==> src/link_slot_pkg.sv <==
// Package with offsets, field positions and reset values of the link and slot registers.
// Functional notes
// - Two-bit power-state entry control, read-write, resets to 00.
// - Read completion boundary bit reads as zero always.
// - Link disable and retrain writable only in reverse bridge; both reset zero.
// - Negotiated speed field bits 19:16 read-only, resets to 1.
// - Hot-plug slot capability bits read 1 only when hot-plug enabled in reverse.
// - Hot-plug capability bits loaded from the strapping input after reset.
package link_slot_pkg;
  localparam logic [7:0] OFF_LINK = 8'hC0;
  localparam logic [7:0] OFF_SLOT_CAP = 8'hC4;
  localparam logic [7:0] OFF_SLOT_CTL = 8'hC8;
  localparam logic [7:0] OFF_STRAP = 8'hCC;
  localparam int ASPM_LSB = 0;
  localparam int RCB_BIT = 3;
  localparam int LDIS_BIT = 4;
  localparam int RETR_BIT = 5;
  localparam int CCLK_BIT = 6;
  localparam int XSYNC_BIT = 7;
  localparam int SPEED_LSB = 16;
  localparam int WIDTH_LSB = 20;
  localparam int TERR_BIT = 26;
  localparam int TRAIN_BIT = 27;
  localparam int SCLK_BIT = 28;
  localparam logic [1:0] ASPM_RST = 2'h0;
  localparam logic [3:0] SPEED_RST = 4'h1;
  localparam logic [5:0] WIDTH_RST = 6'h04;
  localparam logic [10:0] SLOT_CTL_RST = 11'h000;
  localparam logic [6:0] HP_CAP_MASK = 7'h5D;
endpackage

==> src/strap_sync.sv <==
// Three-stage synchroniser that reports a pin level once the last two stages agree.
`timescale 1ns/10ps
module strap_sync (
  // Clock and reset.
  input wire logic clk_i,
  input wire logic rst_i,
  // Pin and filtered level.
  input wire logic pin_i,
  output logic level_o
);
  logic s1_q;
  logic s2_q;
  logic s3_q;

  // Shift the pin through three flops and update the level when stages two and three agree.
  always_ff @(posedge clk_i) begin
    if (rst_i) begin
      s1_q <= 1'b0;
      s2_q <= 1'b0;
      s3_q <= 1'b0;
      level_o <= 1'b0;
    end else begin
      s1_q <= pin_i;
      s2_q <= s1_q;
      s3_q <= s2_q;
      if (s2_q == s3_q) begin
        level_o <= s3_q;
      end
    end
  end
endmodule // strap_sync

==> src/link_slot_config_regs.sv <==
// Link control, link status, slot capability and slot control registers on a Wishbone slave.
//
// The implementer's own choice: the Wishbone interface to the registers.
`timescale 1ns/10ps
module link_slot_config_regs (
  // Clock and reset.
  input wire logic clk_i,
  input wire logic rst_i,
  // Wishbone classic slave.
  input wire logic cyc_i,
  input wire logic stb_i,
  input wire logic we_i,
  input wire logic [7:0] adr_i,
  input wire logic [3:0] sel_i,
  input wire logic [31:0] dat_i,
  output logic [31:0] dat_o,
  output logic ack_o,
  // Straps and link state from surrounding logic.
  input wire logic reverse_i,
  input wire logic hotplug_strap_i,
  input wire logic [5:0] neg_width_i,
  input wire logic train_err_i,
  input wire logic training_i,
  // Control outputs.
  output logic [1:0] aspm_ctl_o,
  output logic link_disable_o,
  output logic retrain_o,
  output logic [10:0] slot_ctl_o
);
  import link_slot_pkg::*;

  logic rev_lvl;
  logic hp_lvl;
  logic rev_q;
  logic hp_q;
  logic strap_cnt_q;
  logic [1:0] aspm_q;
  logic ldis_q;
  logic retr_q;
  logic cclk_q;
  logic xsync_q;
  logic [10:0] slot_ctl_q;
  logic [5:0] width_q;
  logic terr_q;
  logic train_q;
  logic [31:0] rd_d;
  logic wr_go;
  logic [6:0] hp_bits;

  // Both straps come from pins and pass the synchroniser.
  strap_sync u_rev (
    .clk_i(clk_i),
    .rst_i(rst_i),
    .pin_i(reverse_i),
    .level_o(rev_lvl)
  );
  strap_sync u_hp (
    .clk_i(clk_i),
    .rst_i(rst_i),
    .pin_i(hotplug_strap_i),
    .level_o(hp_lvl)
  );

  // Register the synchronised straps on every cycle out of reset; strap_cnt_q sets on the first one.
  always_ff @(posedge clk_i) begin
    if (rst_i) begin
      rev_q <= 1'b0;
      hp_q <= 1'b0;
      strap_cnt_q <= 1'b0;
    end else begin
      rev_q <= rev_lvl;
      hp_q <= hp_lvl;
      strap_cnt_q <= 1'b1;
    end
  end

  // Single-cycle acknowledge; writes take effect on the acknowledging edge.
  assign wr_go = cyc_i && stb_i && we_i && !ack_o;

  always_ff @(posedge clk_i) begin
    if (rst_i) begin
      ack_o <= 1'b0;
    end else begin
      ack_o <= cyc_i && stb_i && !ack_o;
    end
  end

  // Link control fields; writes to read-only bits are dropped.
  always_ff @(posedge clk_i) begin
    if (rst_i) begin
      aspm_q <= ASPM_RST;
      ldis_q <= 1'b0;
      retr_q <= 1'b0;
      cclk_q <= 1'b0;
      xsync_q <= 1'b0;
    end else if (wr_go && adr_i == OFF_LINK && sel_i[0]) begin
      aspm_q <= dat_i[ASPM_LSB+:2];
      cclk_q <= dat_i[CCLK_BIT];
      xsync_q <= dat_i[XSYNC_BIT];
      if (rev_q) begin
        ldis_q <= dat_i[LDIS_BIT];
        retr_q <= dat_i[RETR_BIT];
      end
    end
  end

  // Slot control enables, byte lanes 0 and 1.
  always_ff @(posedge clk_i) begin
    if (rst_i) begin
      slot_ctl_q <= SLOT_CTL_RST;
    end else if (wr_go && adr_i == OFF_SLOT_CTL) begin
      if (sel_i[0]) begin
        slot_ctl_q[7:0] <= dat_i[7:0];
      end
      if (sel_i[1]) begin
        slot_ctl_q[10:8] <= dat_i[10:8];
      end
    end
  end

  // Capture link state reported by the training logic.
  always_ff @(posedge clk_i) begin
    if (rst_i) begin
      width_q <= WIDTH_RST;
      terr_q <= 1'b0;
      train_q <= 1'b0;
    end else begin
      width_q <= neg_width_i;
      terr_q <= train_err_i;
      train_q <= training_i;
    end
  end

  // Hot-plug capability bits follow the straps.
  assign hp_bits = (hp_q && rev_q) ? HP_CAP_MASK : 7'h00;

  // Read multiplexer; reserved bits and unmapped words return zero.
  always_comb begin
    rd_d = 32'h0000_0000;
    case (adr_i)
      OFF_LINK: begin
        rd_d[ASPM_LSB+:2] = aspm_q;
        rd_d[RCB_BIT] = 1'b0;
        rd_d[LDIS_BIT] = ldis_q;
        rd_d[RETR_BIT] = retr_q;
        rd_d[CCLK_BIT] = cclk_q;
        rd_d[XSYNC_BIT] = xsync_q;
        rd_d[SPEED_LSB+:4] = SPEED_RST;
        rd_d[WIDTH_LSB+:6] = width_q;
        rd_d[TERR_BIT] = terr_q;
        rd_d[TRAIN_BIT] = train_q;
        rd_d[SCLK_BIT] = 1'b1;
      end
      OFF_SLOT_CAP: begin
        rd_d[6:0] = hp_bits;
      end
      OFF_SLOT_CTL: begin
        rd_d[10:0] = slot_ctl_q;
      end
      OFF_STRAP: begin
        rd_d[0] = rev_q;
        rd_d[1] = hp_q;
        rd_d[2] = strap_cnt_q;
      end
      default: begin
        rd_d = 32'h0000_0000;
      end
    endcase
  end

  // Registered read data and control outputs.
  always_ff @(posedge clk_i) begin
    if (rst_i) begin
      dat_o <= 32'h0000_0000;
      aspm_ctl_o <= ASPM_RST;
      link_disable_o <= 1'b0;
      retrain_o <= 1'b0;
      slot_ctl_o <= SLOT_CTL_RST;
    end else begin
      dat_o <= (cyc_i && stb_i && !ack_o) ? rd_d : 32'h0000_0000;
      aspm_ctl_o <= aspm_q;
      link_disable_o <= ldis_q;
      retrain_o <= retr_q;
      slot_ctl_o <= slot_ctl_q;
    end
  end

  // Bus handshake: a one-cycle acknowledge that answers a request, data only while it stands.
  a_ack_one: assert property (@(posedge clk_i) disable iff (rst_i)
    ack_o |=> !ack_o) else $error("ack held two cycles");
  a_ack_req: assert property (@(posedge clk_i) disable iff (rst_i)
    ack_o |-> $past(cyc_i && stb_i)) else $error("ack without request");
  a_data_idle: assert property (@(posedge clk_i) disable iff (rst_i)
    !ack_o |-> dat_o == 32'h0000_0000) else $error("read data outside ack");

  // Register fields: reset values, read-only bits, write lanes and the strap-driven bits.
  a_aspm_reset: assert property (@(posedge clk_i)
    $fell(rst_i) |-> aspm_q == ASPM_RST) else $error("aspm not reset");
  a_rcb_zero: assert property (@(posedge clk_i) disable iff (rst_i)
    ack_o && $past(adr_i) == OFF_LINK |-> !dat_o[RCB_BIT]) else $error("rcb set");
  a_fwd_locked: assert property (@(posedge clk_i) disable iff (rst_i)
    !rev_q |=> $stable(ldis_q) && $stable(retr_q)) else $error("ro bit moved");
  a_rev_write: assert property (@(posedge clk_i) disable iff (rst_i)
    wr_go && rev_q && adr_i == OFF_LINK && sel_i[0] |=> ldis_q == $past(dat_i[LDIS_BIT])
      && retr_q == $past(dat_i[RETR_BIT])) else $error("link bits not written");
  a_slot_lane: assert property (@(posedge clk_i) disable iff (rst_i)
    wr_go && adr_i == OFF_SLOT_CTL && !sel_i[1] |=> $stable(slot_ctl_q[10:8])) else $error("lane");
  a_speed_one: assert property (@(posedge clk_i) disable iff (rst_i)
    ack_o && $past(adr_i) == OFF_LINK |-> dat_o[SPEED_LSB+:4] == SPEED_RST) else $error("speed");
  a_hp_caps: assert property (@(posedge clk_i) disable iff (rst_i)
    ack_o && $past(adr_i) == OFF_SLOT_CAP |-> dat_o[6:0] == ($past(hp_q && rev_q) ?
      HP_CAP_MASK : 7'h00)) else $error("bad slot caps");
  a_strap_load: assert property (@(posedge clk_i) disable iff (rst_i)
    hp_lvl |=> hp_q) else $error("strap not loaded");
  a_resv_zero: assert property (@(posedge clk_i) disable iff (rst_i)
    ack_o && $past(adr_i) == OFF_SLOT_CTL |-> dat_o[31:11] == 21'h00_0000) else $error("reserved");
  a_out_copy: assert property (@(posedge clk_i) disable iff (rst_i)
    1'b1 |=> aspm_ctl_o == $past(aspm_q) && slot_ctl_o == $past(slot_ctl_q))
    else $error("output copy stale");

  // Scenario coverage for both bridge directions, hot-plug and slot writes.
  c_rev_write: cover property (@(posedge clk_i) wr_go && rev_q && adr_i == OFF_LINK);
  c_fwd_write: cover property (@(posedge clk_i) wr_go && !rev_q && adr_i == OFF_LINK);
  c_hp_on: cover property (@(posedge clk_i) hp_q && rev_q);
  c_slot_wr: cover property (@(posedge clk_i) wr_go && adr_i == OFF_SLOT_CTL);
endmodule // link_slot_config_regs

==> config.mk <==
export PLATFORM = sky130hd
export DESIGN_NAME = link_slot_config_regs
export DESIGN_NICKNAME = d
export VERILOG_FILES = /design/src/link_slot_pkg.sv /design/src/strap_sync.sv /design/src/link_slot_config_regs.sv
export SDC_FILE = /design/constraint.sdc
export NUM_CORES = 1
export LEC_CHECK = 0
export BUFFER_PORTS_ARGS = -buffer_cell sky130_fd_sc_hd__clkbuf_2
export CELL_PAD_IN_SITES_DETAIL_PLACEMENT = 1
export CELL_PAD_IN_SITES_GLOBAL_PLACEMENT = 1
export CORE_UTILIZATION = 33
export CTS_BUF_LIST = sky130_fd_sc_hd__clkbuf_2 sky130_fd_sc_hd__clkbuf_4 sky130_fd_sc_hd__clkbuf_8
export CTS_CLUSTER_DIAMETER = 50
export DETAILED_ROUTE_END_ITERATION = 8
export PLACE_DENSITY = 0.86
export SKIP_CTS_REPAIR_TIMING = 1
export SYNTH_ARGS = -nofsm -noshare
export SYNTH_HDL_FRONTEND = slang
export SYNTH_SLANG_ARGS = --single-unit
export TNS_END_PERCENT = 5
==> constraint.sdc <==
create_clock -name clk_i -period 1.4 [get_ports clk_i]
set_input_delay 0.28 -clock clk_i [delete_from_list [all_inputs] [get_ports clk_i]]
set_output_delay 0.28 -clock clk_i [all_outputs]
set_load 0.005 [all_outputs]
==> results of run 1 <==
==> cell families (layout without fill, tap and decap cells) <==
group                  Yosys count  count (layout)  synth area share [%]
flip-flops                      72              72                 58.30
multiplexers                    22              22                 9.463
other                            1              11                0.1517
AND/OR/NAND/NOR                 88              88                 20.85
buffers and inverters           34             112                 8.097
AO/OA/AOI/OAI                   13              13                 3.137
==> sequential cells by signal, indices dropped and copies added, names as in the netlist, 2 cells and up <==
signal,count
dat_o,20
slot_ctl_o,11
aspm_q,2
width_q,6
slot_ctl_q,11
aspm_ctl_o,2
==> area by class of cell <==
cell class                      instances  area, um^2  area share [%]
Sequential cell                        72        1441           45.19
Clock buffer                           11       151.4           4.747
Multi-Input combinational cell        134       870.8           27.30
Tap cell                               99       123.9           3.884
Clock inverter                          5       102.6           3.217
Inverter                               11       41.29           1.295
Timing Repair Buffer                   85       457.9           14.36
==> metrics by stage <==
stage	hold WS [ns]	setup slack (ns)	TNS [ns]	area, um^2
6_report	0.1185	0.06192	0	3189
5_1_grt	0.1180	0.004286	0	3189
4_1_cts	0.1038	0.008001	0	3187
3_5_place_dp	0.4175	-0.08318	-0.5258	2933
3_3_place_gp	0.4088	-0.05415	-0.3395	2933
2_1_floorplan	0.3838	0.03158	0	2510
==> power groups by stage <==
stage / Combinational (mW) / Sequential [mW] / Clock (mW)
CTS: 0.165 / 2.08 / 2.08
finish: 0.163 / 2.08 / 2.03
floorplan: 0.109 / 2.12 / 0
detailed placement: 0.164 / 2.12 / 0
global route: 0.181 / 2.08 / 2.15
global placement: 0.158 / 2.12 / 0
==> cells in the final DEF, fill, tap and decap left out, types with 2 or more instances in the layout <==
| cell type | netlist | layout |
|---|---|---|
| sky130_fd_sc_hd__buf_4 | 12 | 13 |
| sky130_fd_sc_hd__nor3_1 | 5 | 5 |
| sky130_fd_sc_hd__and2_1 | 9 | 9 |
| sky130_fd_sc_hd__a211oi_1 | 2 | 2 |
| sky130_fd_sc_hd__nand2_1 | 25 | 25 |
| sky130_fd_sc_hd__mux2_4 | 2 | 2 |
| sky130_fd_sc_hd__mux2i_1 | 17 | 17 |
| sky130_fd_sc_hd__and3b_1 | 3 | 3 |
| sky130_fd_sc_hd__dfxtp_1 | 72 | 72 |
| sky130_fd_sc_hd__and2b_1 | 6 | 6 |
| sky130_fd_sc_hd__clkbuf_8 | 0 | 11 |
| sky130_fd_sc_hd__o21ai_0 | 4 | 4 |
| sky130_fd_sc_hd__nand4_1 | 2 | 2 |
| sky130_fd_sc_hd__nor2_1 | 5 | 5 |
| sky130_fd_sc_hd__bufinv_16 | 0 | 3 |
| sky130_fd_sc_hd__nor2b_1 | 21 | 21 |
| sky130_fd_sc_hd__and4bb_2 | 2 | 2 |
| sky130_fd_sc_hd__and4_4 | 1 | 2 |
| sky130_fd_sc_hd__mux2_2 | 3 | 3 |
| sky130_fd_sc_hd__conb_1 | 1 | 11 |
| sky130_fd_sc_hd__clkbuf_2 | 0 | 72 |
| sky130_fd_sc_hd__a21oi_1 | 4 | 4 |
| sky130_fd_sc_hd__nand3_1 | 2 | 2 |
| sky130_fd_sc_hd__o21a_1 | 3 | 3 |
| sky130_fd_sc_hd__inv_1 | 10 | 10 |
==> final timing paths <==
check             endpoint  slack [ns]
max          slot_ctl_q[7]        0.06
min             width_q[2]        0.12
max reg2reg  slot_ctl_q[7]        0.06
min reg2reg      dat_o[23]        0.43
==> critical path, stage by stage, from the launching register on <==
cell and delay, ns:
sky130_fd_sc_hd__dfxtp_1 0.32, sky130_fd_sc_hd__and4b_1 0.29, sky130_fd_sc_hd__and4_4 0.29, sky130_fd_sc_hd__buf_4 0.17
sky130_fd_sc_hd__mux2i_1 0.20
==> per-layer routing <==
metal  vias up  wire length, um  track usage (%)
li1        886                -                -
met1       849             2256            15.19
met2        56             2734            25.73
met3        15              275            4.104
met4         0              182            9.531
met5         -                0                0
==> implementation parameters, run 1 <==
Parameter                              Value

Global route
  Remaining global-route overflow    0
  Via count of the first global-routing pass    1,853
  First-pass GRT wire length    8245 um
  Overall routing resource usage    14.60%
  Maximum number of pins on one net before global-route repair    20
  Antenna violations before repair    0

Power and ir drop
  Power Total    4.264 mW
  Clk network pwr share    47.5%
  Switching power total    0.8375 mW
  Largest vdd supply drop    0.3964 mV
  Power per Cell Area    1337 nW/um^2
  Internal Dissipation    3.427 mW
  Switching share of power    19.64%
  Leakage power total    1.556 nW
  Gate power share    3.8%
  Sequential power share    48.7%

Place
  Count of buffers inserted at the top-level ports    72
  HPWL after detailed placement    3897 um
  Gp weighted congestion    0.6982
  Cell Count Post-Placement    401

Cells and area
  Final standard cell count with taps included and fillers excluded    417
  Layout Utilization    43.97%
  Nets    372
  Antenna diode count    0
  # fillers    852
  Area growth from synthesis to layout    29.00%
  Layout cells sized above 1    34.91%

Floorplanning
  Horizontal die dimension    88.56 um
  Floorplan Core Area    7253 um^2
  Number of primary I/O pins    107
  Die outline area    7842 um^2
  Initial standard-cell utilization of the core    34.09%
  Total number of placement rows    31
  Vertical extent of the die    88.56 um

Synth
  Yosys Warn Count    0
  Register bit total from synthesis    72
  Synthesized cell area    2472 um^2
  Most used DFF post-synth    sky130_fd_sc_hd__dfxtp_1
  Share of the yosys chip area belonging to registers    58.30%
  Distinct cells, synth    32
  Commonest cells in the synthesized netlist    72 x sky130_fd_sc_hd__dfxtp_1, 25 x sky130_fd_sc_hd__nand2_1, 21 x sky130_fd_sc_hd__nor2b_1
  Post-synthesis area per instance    10.75 um^2
  Library cell with the highest instance count after synthesis    sky130_fd_sc_hd__dfxtp_1
  Largest area contributor in the netlist    sky130_fd_sc_hd__dfxtp_1
  Post-synth EDFFs    0
  Post-Synthesis Cells    230
  Synth area leaders    sky130_fd_sc_hd__dfxtp_1 58%, sky130_fd_sc_hd__mux2i_1 6.9%, sky130_fd_sc_hd__nor2b_1 5.3%, sky130_fd_sc_hd__nand2_1 3.8%, sky130_fd_sc_hd__buf_4 3.6%
  Async S/R FF share, synth    0%
  Yosys top cell area share    58.30%

STA
  Peak clock frequency supported by timing    747.3 MHz
  Clock period minus final worst setup slack    1.338 ns
  Unrepaired setup endpoints after global routing    false
  Final hold violation count    0
  Tcrit/Tclk final    95.58%
  Number of endpoints failing setup at the final stage    0
  Count of final max-slew check failures    0
  Skew final    0.005746 ns

Hold path
  Worst Hold Launch    neg_width_i[2]
  Count of cells along the worst hold path    2
  Worst hold path class    primary input to flip-flop

Run
  Maxcap violations    0

Drt
  Total wirelength of the detailed-routed design    5450 um
  Number of remaining DRC errors    0
  Routed wirelength normalized by instance count    13.07 um
  Starting DRT DRC Count    33
  Antenna viol nets, final    0
  Via total after detailed routing    1,806
  Number of detailed-routing iterations run before antenna repair    4
  Per-cell via count in the routed design    4.331

CTS
  CTS tree    done
  Number of buffers created by CTS    9
  Sink Count    72
  Clock H-tree levels    3
  Root buffer selected by CTS    sky130_fd_sc_hd__clkbuf_8
  Clock-pin slew of the registers on the worst-case setup and hold paths    0.07 ns
  Clock insertion delay at the later pin of the skew report    0.34 ns
  Maximum count of clock buffers along a single path    2

Critical path
  Worst-case reg-to-reg path depth    4
  Required time worst endpoint    1.67 ns
  Critical Path AT    1.61 ns
  Category of the worst setup path launch point    flip-flop
  Critical Setup Path Class    flip-flop to flip-flop
  Worst Setup End Kind    flip-flop
  Maximum fanout count along the critical path    4
  Origin of the worst setup path    ack_o
  FF-to-FF Start    ack_o

Outcome
  Outcome    finished clean
Power figures use the tool's default switching activity.
==> run 2, diff against run 1 <==
--- a/config.mk
+++ b/config.mk
@@ -8,6 +8,7 @@
 export BUFFER_PORTS_ARGS = -buffer_cell sky130_fd_sc_hd__clkbuf_2
 export CELL_PAD_IN_SITES_DETAIL_PLACEMENT = 1
 export CELL_PAD_IN_SITES_GLOBAL_PLACEMENT = 1
+export CORE_MARGIN = 4
 export CORE_UTILIZATION = 33
 export CTS_BUF_LIST = sky130_fd_sc_hd__clkbuf_2 sky130_fd_sc_hd__clkbuf_4 sky130_fd_sc_hd__clkbuf_8
 export CTS_CLUSTER_DIAMETER = 50
==> run 2 against run 1 <==
Compared with the run above:
- first-iteration DRC count fell by 30%
- worst setup slack worse by 0.0066 ns
- worst hold slack improved by 0.013 ns
- cell area decreased by 1.5%
- largest power group unchanged
- global-route usage fell by 1.5 points
- fmax decreased by 0.49%
==> implementation parameters, run 2 (same netlist as run 1, synthesis figures left out) <==
Parameter                              Value

Outcome
  Outcome    finished clean

Place
  HPWL after detailed placement    4089 um
  Count of buffers inserted at the top-level ports    72
  Post-placement setup slack    -0.1407 ns
  Gp weighted congestion    0.7040

Cells and area
  Largest registers    dat_o x20, slot_ctl_o x11, slot_ctl_q x11
  Antenna diode count    0
  Storage cell area    1441 um^2
  Register containing the most flip-flops in the final layout    dat_o
  Area of the multi-input gates    870.8 um^2
  Layout Utilization    43.33%
  Layout cells sized above 1    34.49%
  Leading cell types in the layout, fill and taps excluded    72 x sky130_fd_sc_hd__dfxtp_1, 72 x sky130_fd_sc_hd__clkbuf_2, 25 x sky130_fd_sc_hd__nand2_1
  Nets    370
  Number of flip-flops in the largest register    20
  # fillers    851
  Area growth from synthesis to layout    27.13%

Floorplanning
  Die outline area    8941 um^2
  Vertical extent of the die    94.56 um
  Number of primary I/O pins    107
  Initial standard-cell utilization of the core    34.09%
  Total number of placement rows    31
  Horizontal die dimension    94.56 um
  Floorplan Core Area    7253 um^2

CTS
  Maximum count of clock buffers along a single path    2
  Clock insertion delay at the later pin of the skew report    0.34 ns
  Sink Count    72
  Clock-pin slew of the registers on the worst-case setup and hold paths    0.08 ns
  Number of buffers created by CTS    9
  Clock H-tree levels    3
  CTS tree    done
  Root buffer selected by CTS    sky130_fd_sc_hd__clkbuf_8

Critical path
  CP delay by family, top    simple AND/OR/NAND/NOR gates
  Worst path buffer plus inverter count    0
  Cell type of the slowest stage on the worst timing path    sky130_fd_sc_hd__mux2_2
  Required time worst endpoint    1.63 ns
  Worst Setup End Kind    flip-flop
  Critical Setup Path Class    flip-flop to flip-flop
  Highest cell delay on the worst timing path    0.35 ns
  Maximum fanout count along the critical path    3
  Cell Chain, Critical Path    and4b_1 -> and4_4 -> mux2_2
  Critical Path AT    1.58 ns
  Category of the worst setup path launch point    flip-flop

STA
  Final hold violation count    0
  Unrepaired setup endpoints after global routing    false
  Final worst hold slack    0.1311 ns
  Skew final    0.005826 ns
  Tcrit/Tclk final    96.05%
  Clock period minus final worst setup slack    1.345 ns
  Number of endpoints failing setup at the final stage    0
  Peak clock frequency supported by timing    743.7 MHz
  Count of final max-slew check failures    0
  Slack of the critical path    0.05537 ns

Power and ir drop
  Gate power share    4.2%
  Switching share of power    21.68%
  Clk network pwr share    42.8%
  Largest vdd supply drop    0.4163 mV
  Sequential power share    53.0%
  Power per Cell Area    1245 nW/um^2
  Leakage power total    1.526 nW
  Internal Dissipation    3.064 mW
  Switching power total    0.8484 mW

Hold path
  Worst hold path class    primary input to flip-flop

Global route
  Remaining global-route overflow    0
  Maximum number of pins on one net before global-route repair    30
  First-pass GRT wire length    8638 um
  Overall routing resource usage    13.13%
  Via count of the first global-routing pass    1,841
  Antenna violations before repair    0

Drt
  Total wirelength of the detailed-routed design    5479 um
  Via total after detailed routing    1,774
  Antenna viol nets, final    0
  Per-cell via count in the routed design    4.275
  Number of remaining DRC errors    0
  Starting DRT DRC Count    23
  Routed wirelength normalized by instance count    13.20 um
  Number of detailed-routing iterations run before antenna repair    4

Run
  Maxcap violations    0
## run 2: cell types whose count changed in the layout (fill, tap and decap cells not counted)
cell / before / now
sky130_fd_sc_hd__buf_4: 13 / 9
sky130_fd_sc_hd__bufinv_16: 3 / 1
sky130_fd_sc_hd__buf_12: 0 / 1
sky130_fd_sc_hd__buf_6: 0 / 1
sky130_fd_sc_hd__clkinv_2: 1 / 2
sky130_fd_sc_hd__clkinvlp_4: 1 / 2
## run 2: final timing paths
kind                            depth (start not counted)             end           start  slack, ns
worst max-delay path                                    3  slot_ctl_q[10]           ack_o       0.06
worst min register to register                          1       dat_o[22]      width_q[2]       0.42
worst max register to register                          3  slot_ctl_q[10]           ack_o       0.06
worst min-delay path                                    2      width_q[2]  neg_width_i[2]       0.13
## run 2: per-stage QoR
| step | area (um^2) | power, mW | instances | setup TNS (ns) |
|---|---|---|---|---|
| after global placement | 2930 | 2.282 | 399 | -0.3153 |
| after global routing | 3143 | 4.085 | 415 | 0 |
| after detailed placement | 2930 | 2.289 | 399 | -0.6776 |
| after floorplan | 2510 | 2.229 | 240 | 0 |
| final | 3143 | 3.913 | 415 | 0 |
| after CTS | 3137 | 3.969 | 415 | -0.03891 |
## run 2: worst register-to-register path, stage by stage (launching register included)
cell                      delay [ns]
sky130_fd_sc_hd__dfxtp_1        0.33
sky130_fd_sc_hd__and4b_1        0.30
sky130_fd_sc_hd__and4_4         0.26
sky130_fd_sc_hd__mux2_2         0.35
## run 2: final cells by class
type	count	share of cell area, %
repair buffers	83	14.61
inverters	11	1.314
well taps	99	3.941
multi-input cells	134	27.71
clock inverters	5	1.752
clock buffers	11	4.817
flip-flops and latches	72	45.86
## run 2: power groups by stage
stage	clock, mW	combinational (mW)	sequential (mW)
after floorplan	0	0.109	2.12
after global placement	0	0.161	2.12
after detailed placement	0	0.166	2.12
after CTS	1.73	0.167	2.07
after global routing	1.82	0.184	2.08
final	1.67	0.165	2.07
## run 2: per-layer routing
metal  wire [um]  global-route usage (%)  vias to the layer above
met1        2226                   14.23                      831
met4         119                   5.529                        0
met2        2740                   22.16                       50
met5           0                       0                        -
met3         393                   5.976                        8
li1            -                       -                      885
